--- src/gauge_alarm_map.vh ---
// Register map, field positions and reset values of the gauge alarm block
`ifndef GAUGE_ALARM_MAP_VH
`define GAUGE_ALARM_MAP_VH
`define ADR_CTRL 6'h00
`define ADR_LOW_SET 6'h04
`define ADR_SD_SET 6'h08
`define ADR_SD_CLR 6'h0C
`define ADR_FINAL_V 6'h10
`define ADR_REMAIN 6'h14
`define ADR_FULL 6'h18
`define ADR_UNC_REM 6'h1C
`define ADR_UNC_FULL 6'h20
`define ADR_SOC 6'h24
`define ADR_FLAGS 6'h28
`define ADR_IRQ_STAT 6'h2C
`define ADR_IRQ_MASK 6'h30
`define ADR_VOLT 6'h34
`define CTRL_LOW_PIN_EN 0
`define FLAG_LOW_CHARGE 0
`define FLAG_SHUTDOWN 1
`define IRQ_SD_SET 0
`define IRQ_SD_CLR 1
`define IRQ_LOW_CHG 2
`define IRQ_BITS 3
`define FULL_SOC 8'h64
`endif

--- src/battery_level_alarm_flags.v ---
// Threshold alarms, coulomb counter and charge readings of the gauge
`timescale 1ns/100ps
`include "gauge_alarm_map.vh"
module battery_level_alarm_flags #(
  parameter CAP_W = 16,
  parameter VOLT_W = 16,
  parameter [15:0] DEFAULT_FULL = 16'h03E8,
  parameter [15:0] DEFAULT_LOW_SET = 16'h0096,
  parameter [15:0] DEFAULT_SD_SET = 16'h0BB8,
  parameter [15:0] DEFAULT_SD_CLR = 16'h0C80,
  parameter [15:0] DEFAULT_FINAL_V = 16'h0B54
) (
  // Clock, reset, enable
  input wire clk,
  input wire sys_rst,
  input wire clk_en,
  // Wishbone slave
  input wire wb_cyc_i,
  input wire wb_stb_i,
  input wire wb_we_i,
  input wire [5:0] wb_adr_i,
  input wire [3:0] wb_sel_i,
  input wire [31:0] wb_dat_i,
  output reg [31:0] wb_dat_o,
  output reg wb_ack_o,
  // Measurement front end
  input wire meas_valid,
  input wire [VOLT_W-1:0] cell_voltage,
  input wire signed [15:0] sense_charge,
  input wire [CAP_W-1:0] load_loss,
  // Pins and interrupts
  output reg low_battery_pin,
  output reg soc_int_pulse,
  output wire irq
);

  reg ctrl_reg;
  reg [CAP_W-1:0] low_set_reg;
  reg [VOLT_W-1:0] sd_set_reg;
  reg [VOLT_W-1:0] sd_clr_reg;
  reg [VOLT_W-1:0] final_v_reg;
  reg [CAP_W-1:0] uncomp_rem_reg;
  reg [CAP_W-1:0] uncomp_full_reg;
  reg [CAP_W-1:0] remain_reg;
  reg [CAP_W-1:0] full_reg;
  reg [7:0] soc_reg;
  reg [VOLT_W-1:0] volt_reg;
  reg low_charge_flag;
  reg shutdown_voltage_flag;
  reg [`IRQ_BITS-1:0] irq_stat_reg;
  reg [`IRQ_BITS-1:0] irq_mask_reg;

  // Saturating capacity subtraction
  function [CAP_W-1:0] sat_sub;
    input [CAP_W-1:0] a;
    input [CAP_W-1:0] b;
    begin
      sat_sub = (a > b) ? a - b : {CAP_W{1'b0}};
    end
  endfunction

  // Charge accumulation, clamped to full and zero
  reg [CAP_W:0] acc_sum;
  reg [CAP_W-1:0] acc_next;
  always @* begin
    acc_sum = {1'b0, uncomp_rem_reg} + {{(CAP_W-15){sense_charge[15]}},
      sense_charge[14:0]};
    if (sense_charge[15] && (acc_sum[CAP_W] == 1'b0))
      acc_next = {CAP_W{1'b0}};
    else if (!sense_charge[15] && (acc_sum[CAP_W] ||
             acc_sum[CAP_W-1:0] > uncomp_full_reg))
      acc_next = uncomp_full_reg;
    else
      acc_next = acc_sum[CAP_W-1:0];
  end

  wire [CAP_W-1:0] remain_next = sat_sub(acc_next, load_loss);
  wire [CAP_W-1:0] full_next = sat_sub(uncomp_full_reg, load_loss);
  wire low_next = (remain_next < low_set_reg) ? 1'b1 :
    (remain_next > low_set_reg) ? 1'b0 : low_charge_flag;
  wire sd_set_hit = cell_voltage < sd_set_reg;
  wire sd_clr_hit = shutdown_voltage_flag &&
    (cell_voltage > sd_clr_reg);
  wire sd_rise = meas_valid && !shutdown_voltage_flag && sd_set_hit;
  wire sd_fall = meas_valid && sd_clr_hit && !sd_set_hit;
  wire low_rise = meas_valid && low_next && !low_charge_flag;

  // State of charge in percent
  wire [CAP_W+6:0] pct_num = remain_next * 7'h64;
  wire [CAP_W+6:0] pct_quot = pct_num / full_next;
  wire [7:0] soc_calc = (full_next == {CAP_W{1'b0}}) ? 8'h00 :
    pct_quot[7:0];

  // Writes land at the edge where the master sees ack high
  wire wb_req = wb_cyc_i && wb_stb_i && !wb_ack_o;
  wire wb_wr = wb_cyc_i && wb_stb_i && wb_ack_o && wb_we_i && wb_sel_i[0];
  wire [`IRQ_BITS-1:0] ev = {low_rise, sd_fall, sd_rise};
  wire [`IRQ_BITS-1:0] w1c = (wb_wr && wb_adr_i == `ADR_IRQ_STAT) ?
    wb_dat_i[`IRQ_BITS-1:0] : {`IRQ_BITS{1'b0}};

  always @(posedge clk) begin
    if (sys_rst) begin
      ctrl_reg <= 1'b0;
      low_set_reg <= DEFAULT_LOW_SET[CAP_W-1:0];
      sd_set_reg <= DEFAULT_SD_SET[VOLT_W-1:0];
      sd_clr_reg <= DEFAULT_SD_CLR[VOLT_W-1:0];
      final_v_reg <= DEFAULT_FINAL_V[VOLT_W-1:0];
      uncomp_rem_reg <= DEFAULT_FULL[CAP_W-1:0];
      uncomp_full_reg <= DEFAULT_FULL[CAP_W-1:0];
      remain_reg <= DEFAULT_FULL[CAP_W-1:0];
      full_reg <= DEFAULT_FULL[CAP_W-1:0];
      soc_reg <= `FULL_SOC;
      volt_reg <= {VOLT_W{1'b0}};
      low_charge_flag <= 1'b0;
      shutdown_voltage_flag <= 1'b0;
      irq_stat_reg <= {`IRQ_BITS{1'b0}};
      irq_mask_reg <= {`IRQ_BITS{1'b0}};
      low_battery_pin <= 1'b0;
      soc_int_pulse <= 1'b0;
      wb_ack_o <= 1'b0;
      wb_dat_o <= 32'h0000_0000;
    end else if (clk_en) begin
      wb_ack_o <= wb_req;
      soc_int_pulse <= sd_rise || sd_fall;
      low_battery_pin <= ctrl_reg &&
        low_charge_flag;
      irq_stat_reg <= (irq_stat_reg & ~w1c) | ev;
      if (meas_valid) begin
        volt_reg <= cell_voltage;
        uncomp_rem_reg <= acc_next;
        remain_reg <= remain_next;
        full_reg <= full_next;
        low_charge_flag <= low_next;
        if (sd_rise)
          shutdown_voltage_flag <= 1'b1;
        else if (sd_fall)
          shutdown_voltage_flag <= 1'b0;
        if (cell_voltage <= final_v_reg)
          soc_reg <= 8'h00;
        else
          soc_reg <= soc_calc;
      end
      if (wb_wr) begin
        case (wb_adr_i)
          `ADR_CTRL: ctrl_reg <= wb_dat_i[`CTRL_LOW_PIN_EN];
          `ADR_LOW_SET: low_set_reg <= wb_dat_i[CAP_W-1:0];
          `ADR_SD_SET: sd_set_reg <= wb_dat_i[VOLT_W-1:0];
          `ADR_SD_CLR: sd_clr_reg <= wb_dat_i[VOLT_W-1:0];
          `ADR_FINAL_V: final_v_reg <= wb_dat_i[VOLT_W-1:0];
          `ADR_UNC_FULL: uncomp_full_reg <= wb_dat_i[CAP_W-1:0];
          `ADR_IRQ_MASK: irq_mask_reg <= wb_dat_i[`IRQ_BITS-1:0];
          default: ;
        endcase
      end
      if (wb_req) begin
        case (wb_adr_i)
          `ADR_CTRL: wb_dat_o <= {31'h0, ctrl_reg};
          `ADR_LOW_SET: wb_dat_o <= {{(32-CAP_W){1'b0}}, low_set_reg};
          `ADR_SD_SET: wb_dat_o <= {{(32-VOLT_W){1'b0}}, sd_set_reg};
          `ADR_SD_CLR: wb_dat_o <= {{(32-VOLT_W){1'b0}}, sd_clr_reg};
          `ADR_FINAL_V: wb_dat_o <= {{(32-VOLT_W){1'b0}}, final_v_reg};
          `ADR_REMAIN: wb_dat_o <= {{(32-CAP_W){1'b0}}, remain_reg};
          `ADR_FULL: wb_dat_o <= {{(32-CAP_W){1'b0}}, full_reg};
          `ADR_UNC_REM: wb_dat_o <= {{(32-CAP_W){1'b0}}, uncomp_rem_reg};
          `ADR_UNC_FULL: wb_dat_o <= {{(32-CAP_W){1'b0}}, uncomp_full_reg};
          `ADR_SOC: wb_dat_o <= {24'h000000, soc_reg};
          `ADR_FLAGS: wb_dat_o <= {30'h0, shutdown_voltage_flag,
            low_charge_flag};
          `ADR_IRQ_STAT: wb_dat_o <= {29'h0, irq_stat_reg};
          `ADR_IRQ_MASK: wb_dat_o <= {29'h0, irq_mask_reg};
          `ADR_VOLT: wb_dat_o <= {{(32-VOLT_W){1'b0}}, volt_reg};
          default: wb_dat_o <= 32'h0000_0000;
        endcase
      end
    end
  end

  assign irq = |(irq_stat_reg & irq_mask_reg);

endmodule // battery_level_alarm_flags

--- config.mk ---
export PLATFORM = sky130hd
export DESIGN_NAME = battery_level_alarm_flags
export DESIGN_NICKNAME = d
export VERILOG_FILES = /design/src/battery_level_alarm_flags.v
export VERILOG_INCLUDE_DIRS = /design/src
export SDC_FILE = /design/constraint.sdc
export NUM_CORES = 1
export LEC_CHECK = 0
export BUFFER_PORTS_ARGS = -buffer_cell sky130_fd_sc_hd__buf_2
export CAP_MARGIN = 25
export CORE_MARGIN = 5
export CORE_UTILIZATION = 40
export CTS_BUF_LIST = sky130_fd_sc_hd__clkbuf_8
export CTS_CLUSTER_DIAMETER = 150
export CTS_CLUSTER_SIZE = 14
export DETAILED_ROUTE_END_ITERATION = 10
export SLEW_MARGIN = 20
export SYNTH_ARGS = -nofsm -noshare
export SYNTH_HDL_FRONTEND = slang
export SYNTH_SLANG_ARGS = --single-unit
--- constraint.sdc ---
create_clock -name clk -period 83.3 [get_ports clk]
set_input_delay 8.33 -clock clk [delete_from_list [all_inputs] [get_ports clk]]
set_output_delay 8.33 -clock clk [all_outputs]
set_load 0.005 [all_outputs]
# Word level (Yosys, flattened, before mapping)
# Index checks and enable logic that the tools add are counted.
[word_totals] register_bits=196 in_bits=97 output_inout_bits=36 wordCells=99
[classes] add_sub_neg=3 n_mul=1 n_div=1 order_cmp=8 n_eq_ne=13 muxes=12 n_bitwise=5 n_reduce_logical=37
[ops] operator="$pmux 16 s14" count=1
[ops] operator="$gt 16x16->1" count=5
[ops] operator="$mux 16" count=4
[ops] operator="$eq 6x6->1 const B" count=6
[ops] operator="$lt 16x16->1" count=2
[ops] operator="$sub 16x16->16" count=2
[ops] operator="$eq 6x5->1 const B" count=4
[ops] operator="$reduce_and 3->1" count=8
[ops] operator="$div 23x16->23" count=1
[ops] operator="$mul 16x5->21 const B" count=1
[ops] operator="$add 16x16->17" count=1
[ops] operator="$le 16x16->1" count=1
[ops] operator="$logic_and 1x1->1" count=16
[ops] operator="$logic_not 16->1" count=1
[ops] operator="$mux 8" count=2
[ops] operator="$eq 6x4->1 const B" count=2
[ops] operator="$and 3x3->3" count=2
[ops] operator="$eq 6x3->1 const B" count=1
[ops] operator="$logic_not 6->1" count=1
[ops] operator="$logic_not 1->1" count=5
[ops] operator="$mux 1" count=4
[ops] operator="$reduce_and 2->1" count=2
[ops] operator="$mux 3" count=1
[ops] operator="$not 3->3" count=1
[ops] operator="5 further kinds" count=6

# Logic depth before layout (Yosys ltp)
[depth] word_depth=14 depth_mapped=432 ltp_nobuf=402

# Worst setup path after synthesis
# No wires, ideal clock.
[synth_timing] kind="input -> register" startpoint="input port sense_charge[0]" endpoint="register soc_reg[0]" setup_ns=0.120 arrival_ns=76.757 required_time_ns=83.180 path_slack_ns=6.423 stages=411 n_path_buf=29 path_cell_list="ha_1 inv_1 fa_1 inv_1 a21oi_1 o21ai_0 a21oi_1 o21ai_0 a21oi_1 o21ai_0 a21oi_1 o21ai_0 a21oi_1 o21ai_0 a21oi_1 o21bai_1 xor2_1 ha_1 (+375 left out) buf_6 mux2_1 ha_1 nor2b_1 o21ai_0 nand2b_1 a21oi_1 nor2b_1 o21ai_0 nand2b_1 a21oi_1 o31ai_1 a221o_1 a21oi_1 nand2_1 a31oi_1 a31oi_1 o31a_1"
[synth_between] elab_chain_len=12 word_cells_on_any_way=15 classes_between="add/sub: 2; mul: 1; div: 1; order compare: 2; mux: 5; bitwise: 1; reduce/logical: 3"
[synth_rtl] item="from (decl)" line="battery_level_alarm_flags.v:29" source="input wire signed [15:0] sense_charge,"
[synth_rtl] item="$add 16x16->17 *" line="battery_level_alarm_flags.v:66" source="acc_sum = {1'b0, uncomp_rem_reg} + {{(CAP_W-15){sense_charge[15]}},"
[synth_rtl] item="$gt 16x16->1" line="battery_level_alarm_flags.v:71" source="acc_sum[CAP_W-1:0] > uncomp_full_reg))"
[synth_rtl] item="$logic_or 1x1->1" line="battery_level_alarm_flags.v:70" source="else if (!sense_charge[15] && (acc_sum[CAP_W] ||"
[synth_rtl] item="$logic_and 1x1->1" line="battery_level_alarm_flags.v:70"
[synth_rtl] item="$mux 16" line="battery_level_alarm_flags.v:70"
[synth_rtl] item="$mux 16 *" line="battery_level_alarm_flags.v:68" source="if (sense_charge[15] && (acc_sum[CAP_W] == 1'b0))"
[synth_rtl] item="named net acc_next[1]" line="battery_level_alarm_flags.v:64" source="reg [CAP_W-1:0] acc_next;"
[synth_rtl] item="$sub 16x16->16 or $gt 16x16->1 (tied branches)" line="battery_level_alarm_flags.v:58" source="sat_sub = (a > b) ? a - b : {CAP_W{1'b0}};"
[synth_rtl] item="$mux 16 *" line="battery_level_alarm_flags.v:58"
[synth_rtl] item="named net remain_next[15]" line="battery_level_alarm_flags.v:77" source="wire [CAP_W-1:0] remain_next = sat_sub(acc_next, load_loss);"
[synth_rtl] item="$mul 16x5->21 *" line="battery_level_alarm_flags.v:89" source="wire [CAP_W+6:0] pct_num = remain_next * 7'h64;"
[synth_rtl] item="$div 23x16->23 *" line="battery_level_alarm_flags.v:90" source="wire [CAP_W+6:0] pct_quot = pct_num / full_next;"
[synth_rtl] item="$mux 8 *" line="battery_level_alarm_flags.v:91" source="wire [7:0] soc_calc = (full_next == {CAP_W{1'b0}}) ? 8'h00 :"
[synth_rtl] item="$mux 8 *" line="battery_level_alarm_flags.v:138" source="if (cell_voltage <= final_v_reg)"
[synth_rtl] item="to (signal assigned)" line="battery_level_alarm_flags.v:112" source="soc_reg <= `FULL_SOC;"
[synth_rtl] item="to (signal assigned)" line="battery_level_alarm_flags.v:141" source="soc_reg <= soc_calc;"
[synth_rtl] item="to (decl)" line="battery_level_alarm_flags.v:46" source="reg [7:0] soc_reg;"
# Mark *: on every way through the listed nets, which the timed path passes. The rest lies on a longest branch.
# A chain may end at the register's enable or synchronous reset.

# Final worst setup path
# Ends and elaborated chain as after synthesis.

==> key figures <==
Run status
  • Status: completed

Synthesis
  • Most frequent cell after synthesis: nand2_1
  • Yosys cell types: 120
  • Ys Warns: 0
  • Number of synthesized flops with an enable pin: 0
  • Synthesis-stage register bit count: 180
  • Post-Synth XOR/XNOR Area: 0.0760
  • Post-Synth Simple-Gate Area: 0.249
  • Post-synth ARST share: 0
  • Post-Synthesis Cells: between 4000 and 5000
  • Largest area contributor in the netlist: ha_1
  • Post-Synth Adder-Cell Area: 0.181
  • Main flop type after synthesis: dfxtp_1
  • Post-synthesis sequential area ratio: 0.114
  • Mux share of post-synthesis cell area: 0.0458
  • Main combinational cell family by area after synthesis: compound AO/OA/AOI/OAI gates
  • Complex-gate fraction of the synthesized area: 0.281
  • Yosys top cell area share: 0.171
  • Avg Cell Area, Syn: 7.13 sq um
  • Synth area leaders: ha_1 17%, dfxtp_1 11%, a21oi_1 7.0%
  • Mapped Area: ~32000 sq um
  • Top cells by count, synth: 531 x nand2_1, 443 x a21oi_1, 433 x ha_1

Clock network
  • Clock Latency Late Sink: 0.47 ns
  • Clock Path Buffers: 2
  • CTS buffer count: 17
  • Reg clk slew, reported paths: roughly 0.09 ns
  • Hold Buf Count CTS: 0
  • CTS tree: done
  • Htree depth: 4
  • Number of clock sinks: 180
  • Clock Tree Root: clkbuf_8

Route
  • DR pass1 iterations: 10
  • Total routed wirelength: 107000 microns
  • Iter 0 DRT Violations: 2614
  • Via density per instance: ~5.8
  • WL/cell: 18.9 microns
  • Remaining DRCs: 0
  • Via Count: 33200
  • ANT nets after route: 0

Setup path
  • Critical path's slowest cell: or4_1
  • Delay of the slowest cell on the worst path: 0.57 ns
  • Setup Crit Path Kind: in2reg
  • Worst-path fanout max: 25
  • Crit path top cell by count: o21ai_0
  • CP Capture Type: flop
  • Worst Path Arrival: 77.50 ns
  • Startpoint types: input pin
  • CP Data Required Time: approximately 84 ns

Timing
  • Setup TNS: 0 ns
  • Fin crit share: 0.926
  • Skew final: 0.0188 ns
  • Setup violations, final: 0
  • Slew HR: 0.262
  • Fmax: 13.0 MHz
  • Final Hold Vio Count: 0
  • Setup ws final: 6.16 ns
  • Slew Viols, Final: 0
  • Post-layout minimum cycle time: 77.14 ns
  • Worst-Margin Slew: roughly 1.1 ns

GRT
  • Pin count of the biggest net entering global routing: 87
  • First-pass GRT wire length: 169000 microns
  • Gr ovfl total: 0
  • Initial antenna violation count: 1
  • All-Layer GR Usage: 0.240
  • Vias in the first global route: 30700

Die
  • Area of the die: ~85000 sq um
  • Starting Density: 0.402
  • I/O pin count: 133
  • DIE WIDTH: 291 microns
  • Core footprint: 78600 sq um
  • Row cnt: ~100
  • Overall die height: 291 microns

Final layout
  • Design Area, Final: 35200 sq um
  • Layout overhead on the synthesized area: 11.5%
  • Filler Cell Count: 8191
  • Final Core Density: 0.448
  • Share of cells above drive strength 1: 0.124
  • Final Net Count: about 5200

Place
  • Placed inst area: 34400 sq um
  • DP Worst Slack: 1.70 ns
  • Input/output buffers: 97
  • Final RePlAce weighted congestion: 0.945
  • Dpl hpwl: 85600 microns

Hold path
  • HP Class: reg2reg

Run
  • Max_cap viols: 0
[layout by cell type (no fill, tap or decap), types with 94 or more instances in the layout]
cell type and count:
nor3_1 98, nor2_1 399, buf_4 229, xor2_1 94
xnor2_1 169, nand2_1 526, a21oi_1 434, nand3_1 111
buf_2 97, inv_1 248, nand2b_1 104, o21ai_0 212
dfxtp_1 180, a21o_1 117, ha_1 433
[worst paths after layout]
| check | startpoint | to | slack [ns] | depth (start not counted) |
|---|---|---|---|---|
| worst max-delay path | sense_charge[0] | soc_reg[0] | 6.16 | 394 |
| worst min-delay path | volt_reg[15] | volt_reg[15] | 0.46 | 2 |
| worst max register to register | uncomp_rem_reg[0] | soc_reg[0] | 13.59 | 393 |
| worst min register to register | volt_reg[15] | volt_reg[15] | 0.46 | 2 |
[metal layers]
metal	wire, microns	up-vias	track usage
met5	0	-	0
met4	3200	0	0.0586
met3	7000	166	0.0253
met2	47900	1013	0.397
met1	49300	15400	0.335
li1	-	16500	-
[critical path, delay by kind of cell]
| kind | cells | cell delay [ns] |
|---|---|---|
| muxes | 6 | 1.55 |
| and+or+nand+nor | 120 | 17.08 |
| AOI/OAI and AO/OA | 207 | 36.41 |
| adders and majority gates | 29 | 9.09 |
| xor gates and xnor gates | 6 | 1.09 |
| buffers and inverters | 26 | 3.79 |
[cells by family after synthesis]
family | count (synthesis)
compound gates | 1341
xor+xnor | 270
fa+ha+maj | 448
buf+inv | 414
flops | 180
mux | 129
other cells | 1
simple gates | 1648
[stage by stage]
step | cells | hold slack, ns
6_report | 5694 | 0.461
4_1_cts | 5669 | 0.460
5_1_grt | 5694 | 0.487
2_1_floorplan | 4446 | 0.433
3_5_place_dp | 5639 | 0.448
3_3_place_gp | 5638 | 0.442
[cell type report]
class	instances	area (sq um)	share of cell area
antenna	1	2.50	0.0000710
clock buffer	19	262	0.00742
clock inverter	11	151	0.00430
inverter	252	953	0.0271
multi-input combinational	3852	26700	0.758
sequential	180	3600	0.102
tap	1050	1310	0.0373
timing repair buffer	329	2240	0.0636
[what timing repair did]
action                                  in CTS  in global routing
resized for setup                            0                 74
endpoints found under the setup margin       0                  2
buffers inserted                             0                 23
Power is left out: the tool's default activity adds up to more than one toggle a clock period on the data nets, which glitch-free logic cannot reach.
